`src/verilog/lane_mon_pkg.sv`:
```
// Purpose: shared constants of the lane error and sync monitor
// Assumes: eight lanes, byte-wide register port
// Notes: offsets are byte addresses on the register port
package lane_mon_pkg;

  localparam int NUM_LANES = 8;
  localparam int NUM_ERR_TYPES = 3;
  localparam int ADDR_W = 12;
  localparam int DATA_W = 8;
  localparam int LANE_SEL_W = 3;

  // -------------------------------------------------------------------------
  // register offsets
  // -------------------------------------------------------------------------
  localparam logic [11:0] BAD_DISPARITY_OFFS = 12'h46D;
  localparam logic [11:0] TABLE_MISS_OFFS = 12'h46E;
  localparam logic [11:0] STRAY_CONTROL_OFFS = 12'h46F;
  localparam logic [11:0] SYMBOL_LOCK_OFFS = 12'h470;
  localparam logic [11:0] FRAME_LOCK_OFFS = 12'h471;
  localparam logic [11:0] CONFIG_SUM_OFFS = 12'h472;

  // -------------------------------------------------------------------------
  // field positions
  // -------------------------------------------------------------------------
  localparam int IRQ_CLEAR_BIT = 7;
  localparam int COUNTER_OFF_BIT = 6;
  localparam int COUNTER_CLEAR_BIT = 5;
  localparam int LANE_SEL_LSB = 0;

  // error type indices
  localparam int ERR_BAD_DISPARITY = 0;
  localparam int ERR_TABLE_MISS = 1;
  localparam int ERR_STRAY_CONTROL = 2;

  // interrupt vector positions
  localparam int IRQ_SYMBOL_LOCK_BIT = 0;
  localparam int IRQ_FRAME_LOCK_BIT = 1;
  localparam int IRQ_CONFIG_SUM_BIT = 2;

  // -------------------------------------------------------------------------
  // reset values
  // -------------------------------------------------------------------------
  localparam logic [7:0] FLAGS_RESET = 8'h00;
  localparam logic [7:0] RDATA_RESET = 8'h00;
  localparam logic [7:0] UNMAPPED_READ = 8'h00;

endpackage

```
`src/verilog/lane_err_counter.sv`:
```
// Purpose: one lane's error counter with threshold flag and interrupt
// Assumes: error strobe is one cycle per error event
// Notes: counter saturates instead of wrapping
`timescale 1ns/1ps
module lane_err_counter #(
  parameter int CNT_W = 8
) (
  // clock and reset
  input wire logic sys_clk_i,
  input wire logic rstn_i,
  input wire logic ce_i,
  // error event and software actions
  input wire logic err_i,
  input wire logic count_off_i,
  input wire logic count_clear_i,
  input wire logic irq_clear_i,
  input wire logic [CNT_W-1:0] threshold_i,
  // status
  output logic [CNT_W-1:0] count_o,
  output logic reached_o,
  output logic irq_o
);

  logic [CNT_W-1:0] count_q;
  logic off_q;
  logic reached_q;
  logic irq_q;
  logic reached_d;

  // off stays until device reset, so a stray write cannot re-arm it
  always_ff @(posedge sys_clk_i or negedge rstn_i) begin
    if (!rstn_i) begin
      off_q <= 1'b0;
    end else if (ce_i && count_off_i) begin
      off_q <= 1'b1;
    end
  end

  always_ff @(posedge sys_clk_i or negedge rstn_i) begin
    if (!rstn_i) begin
      count_q <= '0;
    end else if (ce_i) begin
      if (count_clear_i) begin
        count_q <= '0;
      end else if (err_i && !off_q && (count_q != {CNT_W{1'b1}})) begin
        count_q <= count_q + {{(CNT_W-1){1'b0}}, 1'b1};
      end
    end
  end

  assign reached_d = (count_q >= threshold_i);

  always_ff @(posedge sys_clk_i or negedge rstn_i) begin
    if (!rstn_i) begin
      reached_q <= 1'b0;
    end else if (ce_i) begin
      reached_q <= reached_d;
    end
  end

  // set on reaching threshold wins over a same-cycle clear
  always_ff @(posedge sys_clk_i or negedge rstn_i) begin
    if (!rstn_i) begin
      irq_q <= 1'b0;
    end else if (ce_i) begin
      if (reached_d && !reached_q) begin
        irq_q <= 1'b1;
      end else if (irq_clear_i) begin
        irq_q <= 1'b0;
      end
    end
  end

  assign count_o = count_q;
  assign reached_o = reached_q;
  assign irq_o = irq_q;

endmodule

```
`src/verilog/serial_lane_error_sync_monitor.sv`:
```
// Purpose: per-lane error counters and sync status of a multi-lane receiver
// Assumes: lane status and error inputs are synchronous to sys_clk_i
// Notes: byte-wide register port, read data one cycle after the read strobe
//
// What the document asks of this block
// RULE1: a one in bit 7 of the bad-disparity control clears that interrupt for the chosen lane.
// RULE2: a one in bit 6 of the bad-disparity control stops the chosen lane's counter.
// RULE3: a one in bit 5 of the bad-disparity control zeroes the chosen lane's counter.
// RULE4: bits [2:0] of each error control write pick the lane for bits [7:5]; [4:3] read zero. Reads here return lane 3 and 4 flags in [4:3].
// RULE5: the table-miss status has one bit per lane, set when its count reaches threshold.
// RULE6: the table-miss and stray-control controls work exactly like the bad-disparity one.
// RULE7: the stray-control status has one bit per lane, set when its count reaches threshold.
// RULE8: the symbol lock register reads 1 per lane that has code group sync, 0 if lost.
// RULE9: a one in bit 7 of the symbol lock register clears its interrupt, vector bit 0.
// RULE10: any lane losing code group sync raises the sync request to the transmitter.
// RULE11: the frame lock register shows the live per-lane frame sync state.
// RULE12: a lane losing frame sync starts a new sync sequence on its own.
// RULE13: a one in bit 7 of the frame lock register clears the frame sync interrupt.
// RULE14: the config sum register reads 1 per lane whose last checksum matched, else 0.
// RULE15: a one in bit 7 of the config sum register clears its interrupt, vector bit 2.
// RULE16: the bad-disparity status has one bit per lane, set when its count reaches threshold.
// RULE17: the transmitter answers the sync request with sync characters, then lane alignment.
`timescale 1ns/1ps
module serial_lane_error_sync_monitor #(
  parameter int CNT_W = 8
) (
  // clock, reset, enable
  input wire logic sys_clk_i,
  input wire logic rstn_i,
  input wire logic ce_i,
  // register port
  input wire logic [lane_mon_pkg::ADDR_W-1:0] reg_addr_i,
  input wire logic reg_wr_i,
  input wire logic reg_rd_i,
  input wire logic [lane_mon_pkg::DATA_W-1:0] reg_wdata_i,
  output logic [lane_mon_pkg::DATA_W-1:0] reg_rdata_o,
  // error events per lane
  input wire logic [lane_mon_pkg::NUM_LANES-1:0] bad_disparity_err_i,
  input wire logic [lane_mon_pkg::NUM_LANES-1:0] table_miss_err_i,
  input wire logic [lane_mon_pkg::NUM_LANES-1:0] stray_control_err_i,
  input wire logic [CNT_W-1:0] error_threshold_i,
  // lane sync status
  input wire logic [lane_mon_pkg::NUM_LANES-1:0] symbol_lock_i,
  input wire logic [lane_mon_pkg::NUM_LANES-1:0] frame_lock_i,
  input wire logic [lane_mon_pkg::NUM_LANES-1:0] config_sum_done_i,
  input wire logic [lane_mon_pkg::NUM_LANES-1:0] config_sum_ok_i,
  // link side
  output logic sync_request_o,
  output logic [lane_mon_pkg::NUM_LANES-1:0] resync_start_o,
  // interrupt and counter status
  output logic [lane_mon_pkg::NUM_ERR_TYPES-1:0] err_irq_o,
  output logic [2:0] sync_irq_o,
  output logic [lane_mon_pkg::NUM_ERR_TYPES*lane_mon_pkg::NUM_LANES*CNT_W-1:0] err_count_o
);

  localparam int L = lane_mon_pkg::NUM_LANES;
  localparam int T = lane_mon_pkg::NUM_ERR_TYPES;

  logic [L-1:0] err_in [T];
  logic [L-1:0] reached [T];
  logic [L-1:0] lane_irq [T];
  logic [T-1:0] ctrl_wr;
  logic [L-1:0] lane_hit;
  logic [L-1:0] symbol_lock_q;
  logic [L-1:0] frame_lock_q;
  logic [L-1:0] config_sum_q;
  logic [L-1:0] resync_q;
  logic sync_request_q;
  logic symbol_irq_q;
  logic frame_irq_q;
  logic sum_irq_q;
  logic [lane_mon_pkg::DATA_W-1:0] rdata_q;
  logic [lane_mon_pkg::DATA_W-1:0] rdata_d;
  logic symbol_lost;
  logic frame_lost;
  logic sum_bad;
  logic symbol_irq_clr;
  logic frame_irq_clr;
  logic sum_irq_clr;
  logic hit_symbol;
  logic hit_frame;
  logic hit_sum;
  logic wr_irq_clear;
  logic wr_counter_off;
  logic wr_counter_clear;
  logic [lane_mon_pkg::LANE_SEL_W-1:0] wr_lane_sel;
  logic [L-1:0] bad_disparity_lane_flags;
  logic [L-1:0] table_miss_lane_flags;
  logic [L-1:0] stray_control_lane_flags;

  assign err_in[lane_mon_pkg::ERR_BAD_DISPARITY] = bad_disparity_err_i;
  assign err_in[lane_mon_pkg::ERR_TABLE_MISS] = table_miss_err_i;
  assign err_in[lane_mon_pkg::ERR_STRAY_CONTROL] = stray_control_err_i;

  // -------------------------------------------------------------------------
  // write data fields
  // -------------------------------------------------------------------------
  // one field layout shared by all three error controls
  // bits [4:3] are reserved, so nothing below looks at them
  assign wr_irq_clear = reg_wdata_i[lane_mon_pkg::IRQ_CLEAR_BIT];
  assign wr_counter_off = reg_wdata_i[lane_mon_pkg::COUNTER_OFF_BIT];
  assign wr_counter_clear = reg_wdata_i[lane_mon_pkg::COUNTER_CLEAR_BIT];
  assign wr_lane_sel = reg_wdata_i[lane_mon_pkg::LANE_SEL_LSB +: lane_mon_pkg::LANE_SEL_W];

  // -------------------------------------------------------------------------
  // error control write decode
  // -------------------------------------------------------------------------
  // RULE6: three alike controls
  assign ctrl_wr[lane_mon_pkg::ERR_BAD_DISPARITY] =
    reg_wr_i && (reg_addr_i == lane_mon_pkg::BAD_DISPARITY_OFFS);
  assign ctrl_wr[lane_mon_pkg::ERR_TABLE_MISS] =
    reg_wr_i && (reg_addr_i == lane_mon_pkg::TABLE_MISS_OFFS);
  assign ctrl_wr[lane_mon_pkg::ERR_STRAY_CONTROL] =
    reg_wr_i && (reg_addr_i == lane_mon_pkg::STRAY_CONTROL_OFFS);

  // -------------------------------------------------------------------------
  // per-lane counters
  // -------------------------------------------------------------------------
  genvar gt;
  genvar gl;
  generate
    for (gl = 0; gl < L; gl++) begin : g_hit
      // int copy of the loop index, so it can be cut to the field width
      localparam int LANE_NUM = gl;
      // RULE4: lane field picks target
      assign lane_hit[gl] =
        (wr_lane_sel == LANE_NUM[lane_mon_pkg::LANE_SEL_W-1:0]);
    end
    for (gt = 0; gt < T; gt++) begin : g_type
      for (gl = 0; gl < L; gl++) begin : g_lane
        logic sel;
        assign sel = ctrl_wr[gt] && lane_hit[gl];
        lane_err_counter #(
          .CNT_W(CNT_W)
        ) u_cnt (
          .sys_clk_i(sys_clk_i),
          .rstn_i(rstn_i),
          .ce_i(ce_i),
          .err_i(err_in[gt][gl]),
          // RULE2: bit 6 stops counter
          .count_off_i(sel && wr_counter_off),
          // RULE3: bit 5 zeroes counter
          .count_clear_i(sel && wr_counter_clear),
          // RULE1: bit 7 clears lane irq
          .irq_clear_i(sel && wr_irq_clear),
          .threshold_i(error_threshold_i),
          .count_o(err_count_o[(gt*L+gl)*CNT_W +: CNT_W]),
          .reached_o(reached[gt][gl]),
          .irq_o(lane_irq[gt][gl])
        );
      end
      assign err_irq_o[gt] = |lane_irq[gt];
    end
  endgenerate

  // -------------------------------------------------------------------------
  // error status flags
  // -------------------------------------------------------------------------
  // flags lag the count by one cycle, the compare is registered
  assign bad_disparity_lane_flags = reached[lane_mon_pkg::ERR_BAD_DISPARITY];
  assign table_miss_lane_flags = reached[lane_mon_pkg::ERR_TABLE_MISS];
  assign stray_control_lane_flags = reached[lane_mon_pkg::ERR_STRAY_CONTROL];

  // -------------------------------------------------------------------------
  // sync status capture
  // -------------------------------------------------------------------------
  always_ff @(posedge sys_clk_i or negedge rstn_i) begin
    if (!rstn_i) begin
      symbol_lock_q <= lane_mon_pkg::FLAGS_RESET;
      frame_lock_q <= lane_mon_pkg::FLAGS_RESET;
    end else if (ce_i) begin
      // RULE8: live symbol lock
      symbol_lock_q <= symbol_lock_i;
      // RULE11: live frame lock
      frame_lock_q <= frame_lock_i;
    end
  end

  // RULE14: latch result of last checksum per lane
  always_ff @(posedge sys_clk_i or negedge rstn_i) begin
    if (!rstn_i) begin
      config_sum_q <= lane_mon_pkg::FLAGS_RESET;
    end else if (ce_i) begin
      config_sum_q <= (config_sum_done_i & config_sum_ok_i) |
                      (~config_sum_done_i & config_sum_q);
    end
  end

  // loss is an edge, so a lane still down does not re-raise a cleared irq
  assign symbol_lost = |(symbol_lock_q & ~symbol_lock_i);
  assign frame_lost = |(frame_lock_q & ~frame_lock_i);
  assign sum_bad = |(config_sum_done_i & ~config_sum_ok_i);

  // -------------------------------------------------------------------------
  // link side outputs
  // -------------------------------------------------------------------------
  // RULE10: any lane without lock requests sync
  always_ff @(posedge sys_clk_i or negedge rstn_i) begin
    if (!rstn_i) begin
      sync_request_q <= 1'b0;
    end else if (ce_i) begin
      sync_request_q <= ~&symbol_lock_i;
    end
  end

  // RULE12: frame loss starts resync
  always_ff @(posedge sys_clk_i or negedge rstn_i) begin
    if (!rstn_i) begin
      resync_q <= lane_mon_pkg::FLAGS_RESET;
    end else if (ce_i) begin
      resync_q <= frame_lock_q & ~frame_lock_i;
    end
  end

  assign sync_request_o = sync_request_q;
  assign resync_start_o = resync_q;

  // -------------------------------------------------------------------------
  // sync interrupts, set wins over clear
  // -------------------------------------------------------------------------
  // flag bits of these registers are status, only bit 7 acts on a write
  assign hit_symbol = reg_wr_i && (reg_addr_i == lane_mon_pkg::SYMBOL_LOCK_OFFS);
  assign hit_frame = reg_wr_i && (reg_addr_i == lane_mon_pkg::FRAME_LOCK_OFFS);
  assign hit_sum = reg_wr_i && (reg_addr_i == lane_mon_pkg::CONFIG_SUM_OFFS);
  assign symbol_irq_clr = hit_symbol && wr_irq_clear;
  assign frame_irq_clr = hit_frame && wr_irq_clear;
  assign sum_irq_clr = hit_sum && wr_irq_clear;

  // RULE9: symbol lock irq clear
  always_ff @(posedge sys_clk_i or negedge rstn_i) begin
    if (!rstn_i) begin
      symbol_irq_q <= 1'b0;
    end else if (ce_i) begin
      if (symbol_lost) begin
        symbol_irq_q <= 1'b1;
      end else if (symbol_irq_clr) begin
        symbol_irq_q <= 1'b0;
      end
    end
  end

  // RULE13: frame lock irq clear
  always_ff @(posedge sys_clk_i or negedge rstn_i) begin
    if (!rstn_i) begin
      frame_irq_q <= 1'b0;
    end else if (ce_i) begin
      if (frame_lost) begin
        frame_irq_q <= 1'b1;
      end else if (frame_irq_clr) begin
        frame_irq_q <= 1'b0;
      end
    end
  end

  // RULE15: checksum irq clear
  always_ff @(posedge sys_clk_i or negedge rstn_i) begin
    if (!rstn_i) begin
      sum_irq_q <= 1'b0;
    end else if (ce_i) begin
      if (sum_bad) begin
        sum_irq_q <= 1'b1;
      end else if (sum_irq_clr) begin
        sum_irq_q <= 1'b0;
      end
    end
  end

  always_comb begin
    sync_irq_o = 3'h0;
    sync_irq_o[lane_mon_pkg::IRQ_SYMBOL_LOCK_BIT] = symbol_irq_q;
    sync_irq_o[lane_mon_pkg::IRQ_FRAME_LOCK_BIT] = frame_irq_q;
    sync_irq_o[lane_mon_pkg::IRQ_CONFIG_SUM_BIT] = sum_irq_q;
  end

  // -------------------------------------------------------------------------
  // readback
  // -------------------------------------------------------------------------
  always_comb begin
    case (reg_addr_i)
      // RULE16: bad disparity lane flags
      lane_mon_pkg::BAD_DISPARITY_OFFS: rdata_d = bad_disparity_lane_flags;
      // RULE5: table miss lane flags
      lane_mon_pkg::TABLE_MISS_OFFS: rdata_d = table_miss_lane_flags;
      // RULE7: stray control lane flags
      lane_mon_pkg::STRAY_CONTROL_OFFS: rdata_d = stray_control_lane_flags;
      lane_mon_pkg::SYMBOL_LOCK_OFFS: rdata_d = symbol_lock_q;
      lane_mon_pkg::FRAME_LOCK_OFFS: rdata_d = frame_lock_q;
      lane_mon_pkg::CONFIG_SUM_OFFS: rdata_d = config_sum_q;
      default: rdata_d = lane_mon_pkg::UNMAPPED_READ;
    endcase
  end

  // read data holds until the next read strobe
  always_ff @(posedge sys_clk_i or negedge rstn_i) begin
    if (!rstn_i) begin
      rdata_q <= lane_mon_pkg::RDATA_RESET;
    end else if (ce_i && reg_rd_i) begin
      rdata_q <= rdata_d;
    end
  end

  assign reg_rdata_o = rdata_q;

endmodule
```
`config.mk`:
```
export PLATFORM = sky130hd
export DESIGN_NAME = serial_lane_error_sync_monitor
export DESIGN_NICKNAME = d
export VERILOG_FILES = /design/src/verilog/lane_mon_pkg.sv /design/src/verilog/lane_err_counter.sv /design/src/verilog/serial_lane_error_sync_monitor.sv
export SDC_FILE = /design/constraint.sdc
export NUM_CORES = 1
export LEC_CHECK = 0
export BUFFER_PORTS_ARGS = -buffer_cell sky130_fd_sc_hd__buf_4
export CAP_MARGIN = 20
export CORE_UTILIZATION = 50
export CTS_CLUSTER_SIZE = 10
export DETAILED_ROUTE_END_ITERATION = 7
export HOLD_SLACK_MARGIN = 0.06
export PLACE_DENSITY = 0.72
export SLEW_MARGIN = 20
export SYNTH_ARGS = -nofsm -noshare
export SYNTH_HDL_FRONTEND = slang
export SYNTH_SLANG_ARGS = --single-unit
```
`constraint.sdc`:
```
create_clock -name sys_clk_i -period 2.13 [get_ports sys_clk_i]
set_clock_uncertainty 0.1 [all_clocks]
set_input_delay 0.426 -clock sys_clk_i [delete_from_list [all_inputs] [get_ports sys_clk_i]]
set_output_delay 0.426 -clock sys_clk_i [all_outputs]
set_load 0.03 [all_outputs]
```
=== After elaboration in Yosys (flattened, before gate mapping) ===
Index checks and enable logic that the tools add are counted.

* $add $sub $neg: 24
* $mul: 0
* Divide/modulo/power cells: 0
* Order comparisons: 24
* Equal/unequal tests: 37
* Shifts and indexed selects: 0
* Mux-type cells: 103
* Bitwise operators: 10
* Reduce and logical (&&, ||, !) cells: 361

{| class="wikitable"
|+ Operators with widths
! cell !! count
|-
| 8-bit 2-to-1 mux || 48
|-
| 1-bit logical AND || 202
|-
| 8-bit by 1-bit adder with 8-bit output, second input constant || 24
|-
| 8-bit >= comparator || 24
|-
| 8-bit != test, second input constant || 24
|-
| 2-bit AND reduction || 51
|-
| 2-bit nonzero test || 51
|-
| 12-bit by 11-bit == test with 1-bit output, second input constant || 6
|-
| 1-bit 2-to-1 mux || 54
|-
| 1-bit zero test || 49
|-
| 8-bit case mux with 6 select lines || 1
|-
| 8-bit OR reduction || 6
|-
| 8-bit bitwise AND || 5
|-
| 8-bit inverter || 4
|-
| 3-bit == test, second input constant || 4
|-
| 8-bit bitwise OR || 1
|-
| 8-bit AND reduction || 1
|-
| 3-bit by 2-bit == test with 1-bit output, second input constant || 2
|-
| 3-bit by 1-bit == test with 1-bit output, second input constant || 1
|-
| 3-bit zero test || 1
|}

* Register bits: 308
* Latch bits: 0
* Memory bits (writable): 0
* Memory bits (read-only): 0
* Input bits: 89
* Output and inout port bits: 215
* Logic and storage cells: 664
* Memories kept: 0

=== Logic depth before layout (Yosys ltp) ===
* Word-level depth: 6
* Mapped depth: 8
* Mapped depth without buffers: 7

=== Modules after synthesis ===
From an unflattened synthesis, not the netlist that was laid out.

* Cells, all modules: 2458
* Area, all modules: 22061.2 sq um

{| class="wikitable"
|+ Modules (own cells, without submodules)
! module !! times used !! cells an instance !! area each (sq um) !! seq. area each (sq um)
|-
| lane_err_counter || 24 || 88 || 800.8 || 275.3
|-
| serial_lane_error_sync_monitor || 1 || 346 || 2842.7 || 1101.1
|}

=== Worst setup path before layout ===
OpenSTA, ideal clock, no wires.

* Kind: input port to flip-flop
* From: input reg_addr_i[9] (netlist bit)
* To: register g_type[2].g_lane[7].u_cnt.count_q[0]
* Setup time: 0.125 ns
* Arrival: 2.180 ns
* Data required time: 1.905 ns
* Setup slack: -0.275 ns
* Stages on the path: 7
* Buffers on the path: 2
* Path through: or4b_1 buf_6 nor4_4 and2_1 buf_6 nor3_4 mux2_2

* Longest elaborated chain between the ends: 6
* Elaborated cells on any way between the ends: 7
* Those cells by class: eq/ne: 1; mux: 1; reduce/logical: 5

{| class="wikitable"
|+ Ends and longest elaborated chain
! element !! RTL line !! source
|-
| start: declaration || serial_lane_error_sync_monitor.sv:32 || <nowiki>input wire logic [lane_mon_pkg::ADDR_W-1:0] reg_addr_i,</nowiki>
|-
| 12-bit by 11-bit == test with 1-bit output (*) || serial_lane_error_sync_monitor.sv:114 || <nowiki>reg_wr_i && (reg_addr_i == lane_mon_pkg::STRAY_CONTROL_OFFS);</nowiki>
|-
| 1-bit logical AND (*) || serial_lane_error_sync_monitor.sv:114 ||
|-
| 1-bit logical AND (*) || serial_lane_error_sync_monitor.sv:132 || <nowiki>assign sel = ctrl_wr[gt] && lane_hit[gl];</nowiki>
|-
| 1-bit logical AND (*) || serial_lane_error_sync_monitor.sv:143 || <nowiki>.count_clear_i(sel && wr_counter_clear),</nowiki>
|-
| 2-bit nonzero test (no source line) || n/a ||
|-
| 2-bit AND reduction (no source line) || n/a ||
|-
| end signal: assignment || lane_err_counter.sv:46 || <nowiki>count_q <= count_q + {{(CNT_W-1){1'b0}}, 1'b1};</nowiki>
|-
| end: declaration || lane_err_counter.sv:24 || <nowiki>logic [CNT_W-1:0] count_q;</nowiki>
|}

Mark *: on every way between the ends. The rest lies on a longest branch, timed or not.
A chain may end at the register's enable or synchronous reset.

=== Worst setup path after layout ===
* From: register g_type[1].g_lane[1].u_cnt.irq_q
* To: output err_irq_o[1] (netlist bit)

* Longest elaborated chain between the ends: 1

{| class="wikitable"
|+ Ends and longest elaborated chain
! element !! RTL line !! source
|-
| start: declaration || lane_err_counter.sv:27 || <nowiki>logic irq_q;</nowiki>
|-
| start signal: assignment || lane_err_counter.sv:64 || <nowiki>irq_q <= 1'b0;</nowiki>
|-
| start signal: assignment || lane_err_counter.sv:67 || <nowiki>irq_q <= 1'b1;</nowiki>
|-
| start signal: assignment || lane_err_counter.sv:69 || <nowiki>irq_q <= 1'b0;</nowiki>
|-
| 8-bit OR reduction || serial_lane_error_sync_monitor.sv:152 || <nowiki>assign err_irq_o[gt] = |lane_irq[gt];</nowiki>
|-
| end: declaration || serial_lane_error_sync_monitor.sv:51 || <nowiki>output logic [lane_mon_pkg::NUM_ERR_TYPES-1:0] err_irq_o,</nowiki>
|}

No other way between the ends.

==> results_tabular.tex <==
\begin{tabular}{lr}
\hline
Metric & Value \\
\hline
\multicolumn{2}{l}{\textbf{Timing}} \\
Portion of the clock cycle consumed by the worst path in the final layout & 101\% \\
Normalized max-slew margin & 59.0\% \\
Post-route setup slack & -0.0255 ns \\
Number of endpoints with negative hold slack in the final report & 0 \\
Time the worst path needs with I/O delays and setup & 2.16 ns \\
Unrepaired setup endpoints after global routing & yes \\
Worst slew pin tran & 0.612 ns \\
Post-Route Hold Slack & 0.0971 ns \\
Final setup vio count & 1 \\
Top achievable clock speed & 464 MHz \\
Fin Setup TNS & -0.0255 ns \\
Max Slew Vio Count & 0 \\
\multicolumn{2}{l}{\textbf{Worst setup path}} \\
Data arrival time of the critical path & 1.63 ns \\
End of the worst register-to-register path & g\_type[0].g\_lane[2].u\_cnt.count\_o[4]\$\_DFFE\_PN0P\_ \\
Setup crit end kind & output port \\
Type of the setup path with the least slack & flip-flop to output port \\
Critical Path Source Type & flip-flop \\
Worst reg2reg path startpoint & g\_type[0].g\_lane[2].u\_cnt.count\_o[0]\$\_DFFE\_PN0P\_ \\
Register-to-Register Setup Slack & 0.07 ns \\
Logic depth of the worst register-to-register path & 5 \\
Library cell contributing the largest single delay on the critical path & sky130\_fd\_sc\_hd\_\_dfrtp\_1 \\
Delay of the slowest cell on the worst path & 0.39 ns \\
Maximum net fanout on the critical path & 2 \\
Data required, critical path & 1.60 ns \\
Worst-path cell chain & nor4\_2 > nand2\_1 > buf\_6 \\
\multicolumn{2}{l}{\textbf{Clocking}} \\
Max H-tree Level & 2 \\
Clock Root Buffer & sky130\_fd\_sc\_hd\_\_clkbuf\_16 \\
Number of sinks handled by clock tree synthesis & 308 \\
Maximum buffer depth of the clock tree & 3 \\
TritonCTS clock tree & built \\
CTS clock-pin slew for the worst setup and hold paths & 0.06 ns \\
Clock latency reported for the late side of the worst-skew pair & 0.55 ns \\
Clock buffers created by TritonCTS & 39 \\
\multicolumn{2}{l}{\textbf{Route}} \\
Remaining number of nets flagged by the antenna check after routing & 0 \\
Residual DRC count & 0 \\
Detailed Route Iter0 Violations & 1440 \\
Wire length after detailed routing & 67.3 mm \\
Vias & 19.8k \\
Drt via density & 6.19 \\
Number of optimization iterations in the first detailed-route pass & 6 \\
Routed WL per cell & 21.0 um \\
\multicolumn{2}{l}{\textbf{Final layout}} \\
Layout cells sized above 1 & 22.8\% \\
Growth of design area from synthesis to finish & 29.9\% \\
Fillers & 3137 \\
\# nets final & 2975 \\
Finished Layout Cells & 3206 \\
\multicolumn{2}{l}{\textbf{Placed design}} \\
Setup WS pre-CTS & -0.390 ns \\
Detailed placer's ending HPWL & 49.0 mm \\
\# port buffers & 301 \\
Total instance count after detailed placement & 3122 \\
Placer congestion estimate & 0.943 \\
\multicolumn{2}{l}{\textbf{Global routing}} \\
Total overflow reported by the global router & 0 \\
Largest net degree at the start of global routing & 62 \\
Wire length of the first global-routing pass & 106 mm \\
Antenna violations before repair & 1 \\
Combined global-route utilization of all metal layers & 33.2\% \\
Number of global-route vias before repair & 19.4k \\
\multicolumn{2}{l}{\textbf{Floorplanning}} \\
Initial core utilization & 50.7\% \\
\# IOs & 304 \\
Die extent in y & 200 um \\
Site Rows & 72 \\
DIE WIDTH & 200 um \\
Area of the placeable core & 0.0387 mm2 \\
Die area & 0.0401 mm2 \\
\multicolumn{2}{l}{\textbf{Yosys}} \\
Synth area leader & sky130\_fd\_sc\_hd\_\_dfrtp\_1 \\
Area share of the largest cell type after synthesis & 39.2\% \\
Per-instance average area after synthesis & 9.03 um2 \\
Ys async rst share & 100\% \\
Sequential share of the synthesized area & 39.2\% \\
Most frequent cell after synthesis & sky130\_fd\_sc\_hd\_\_dfrtp\_1 \\
Number of warnings issued by yosys & 0 \\
Synth Cell Area & 0.0196 mm2 \\
Distinct cells, synth & 79 \\
Most frequent cells after synthesis & 308 x sky130\_fd\_sc\_hd\_\_dfrtp\_1, 221 x sky130\_fd\_sc\_hd\_\_nand2\_1, 216 x sky130\_fd\_sc\_hd\_\_ha\_1 \\
Main area contributors after synthesis & sky130\_fd\_sc\_hd\_\_dfrtp\_1 39\%, sky130\_fd\_sc\_hd\_\_ha\_1 14\%, sky130\_fd\_sc\_hd\_\_o21ai\_0 4.7\% \\
Yosys reg bits & 308 \\
Synth Flop Type & sky130\_fd\_sc\_hd\_\_dfrtp\_1 \\
Post-Synthesis Cells & 2176 \\
Post-synth EDFFs & 0 \\
Net Count, Synth & 2481 \\
\multicolumn{2}{l}{\textbf{Min path}} \\
Hold path depth & 3 \\
Hold path startpoint & symbol\_lock\_i[6] \\
Worst hold-check path type & input pin to flip-flop \\
Worst Hold End & symbol\_lock\_q[6]\$\_DFFE\_PN0P\_ \\
\multicolumn{2}{l}{\textbf{Power and ir drop}} \\
Leakage power & 11.9 nW \\
Maximum vdd drop & 981 uV \\
Power density cells & 931 mW/mm2 \\
\multicolumn{2}{l}{\textbf{Run}} \\
Number of maximum-capacitance constraint violations & 0 \\
\multicolumn{2}{l}{\textbf{Status}} \\
Status & finished with violations \\
Violated checks & setup timing \\
\hline
\end{tabular}
state kept, by name, indices dropped and copies added (netlist names), named ones only:
| name | cells |
|---|---|
| frame_irq_q | 1 |
| frame_lock_q | 8 |
| g_type.g_lane.u_cnt.count_o | 192 |
| g_type.g_lane.u_cnt.irq_o | 24 |
| g_type.g_lane.u_cnt.off_q | 24 |
| g_type.g_lane.u_cnt.reached_o | 24 |
| reg_rdata_o | 8 |
| resync_start_o | 8 |
| sum_irq_q | 1 |
| symbol_irq_q | 1 |
| symbol_lock_q | 8 |
| sync_request_o | 1 |
where the power goes:
group | internal (mW) | switching, mW
Sequential | 7.04 | 1.79
Combinational | 3.51 | 4.94
Clock | 3.88 | 2.57
Total | 14.4 | 9.31
logic make-up (layout without fill, tap and decap cells):
kind of cell	Yosys count	count (layout)	share of synthesized area (%)
and+or+nand+nor	766	766	19.1
AOI/OAI and AO/OA	667	667	21.3
DFF	308	308	39.2
adders and majority gates	216	216	13.8
buffers and inverters	148	659	3.07
muxes	37	37	2.08
xor gates and xnor gates	34	34	1.52
other	0	1	0
worst max-delay path, delay by kind of cell (launching register included):
kind / cells / cell delay (ns)
AND/OR/NAND/NOR: 2 / 0.50
flip-flops: 1 / 0.39
buffers and inverters: 1 / 0.18
layout make-up:
cell class                      instances  area, um2  area share [%]
Sequential cell                       308       7710            30.2
Clock inverter                          2       37.5           0.147
Multi-Input combinational cell       1720      11400            44.8
Timing Repair Buffer                  518       4200            16.4
Inverter                               83        312            1.22
Clock buffer                           56       1170            4.60
Tap cell                              518        648            2.54
Antenna cell                            1       2.50         0.00981
worst max-delay path by stage:
stage / from / end
finish: g_type[1].g_lane[1].u_cnt.irq_o$_DFFE_PN0P_ / err_irq_o[1]
global route: g_type[1].g_lane[1].u_cnt.irq_o$_DFFE_PN0P_ / err_irq_o[1]
CTS: g_type[1].g_lane[2].u_cnt.irq_o$_DFFE_PN0P_ / err_irq_o[1]
detailed placement: reg_addr_i[9] / g_type[1].g_lane[7].u_cnt.count_o[0]$_DFFE_PN0P_
global placement: reg_addr_i[9] / g_type[1].g_lane[7].u_cnt.count_o[0]$_DFFE_PN0P_
floorplan: reg_addr_i[9] / g_type[2].g_lane[7].u_cnt.count_o[0]$_DFFE_PN0P_
repair_timing:
action                                 CTS  global route
gates resized for setup                  3             6
pin swaps                                2             5
setup endpoints to repair                2             6
cloned                                   0             0
endpoints found under the hold margin   74             0
hold buffers                            25             0
buffers inserted                         0             0
metal layers:
metal  up-vias  global-route usage, %  routed length [um]
li1       9082                      -                   -
met1      9571                   42.3               26700
met2       991                   54.3               31800
met3       204                   5.73                5560
met4         0                   16.5                3130
met5         -                      0                   0
per-stage QoR:
step                      util, %  cell area [um2]  power [mW]
after floorplan                 -            19700        13.5
after global placement       62.0            24000        16.8
after detailed placement     62.0            24000        17.2
after CTS                    65.8            25500        23.7
after global routing         65.8            25500        25.0
final                        65.8            25500        23.7
cell usage in the layout, fill, tap and decap left out, drive strengths merged, types with 24 or more instances in the layout:
cell type | Yosys | final
mux2 | 27 | 27
o22ai | 26 | 26
nand4 | 38 | 38
a21oi | 182 | 182
ha | 216 | 216
nor2 | 199 | 199
a31oi | 27 | 27
a22o | 51 | 51
and3 | 26 | 26
nand3 | 100 | 100
inv | 83 | 83
nand2b | 39 | 39
nor3 | 34 | 34
buf | 24 | 493
xnor2 | 27 | 27
o31ai | 55 | 55
dfrtp | 308 | 308
clkbuf | 41 | 56
nor4 | 24 | 24
o21ai | 192 | 192
nand2 | 221 | 221
dlygate4sd3 | 0 | 25
(Power assumes the default switching activity.)
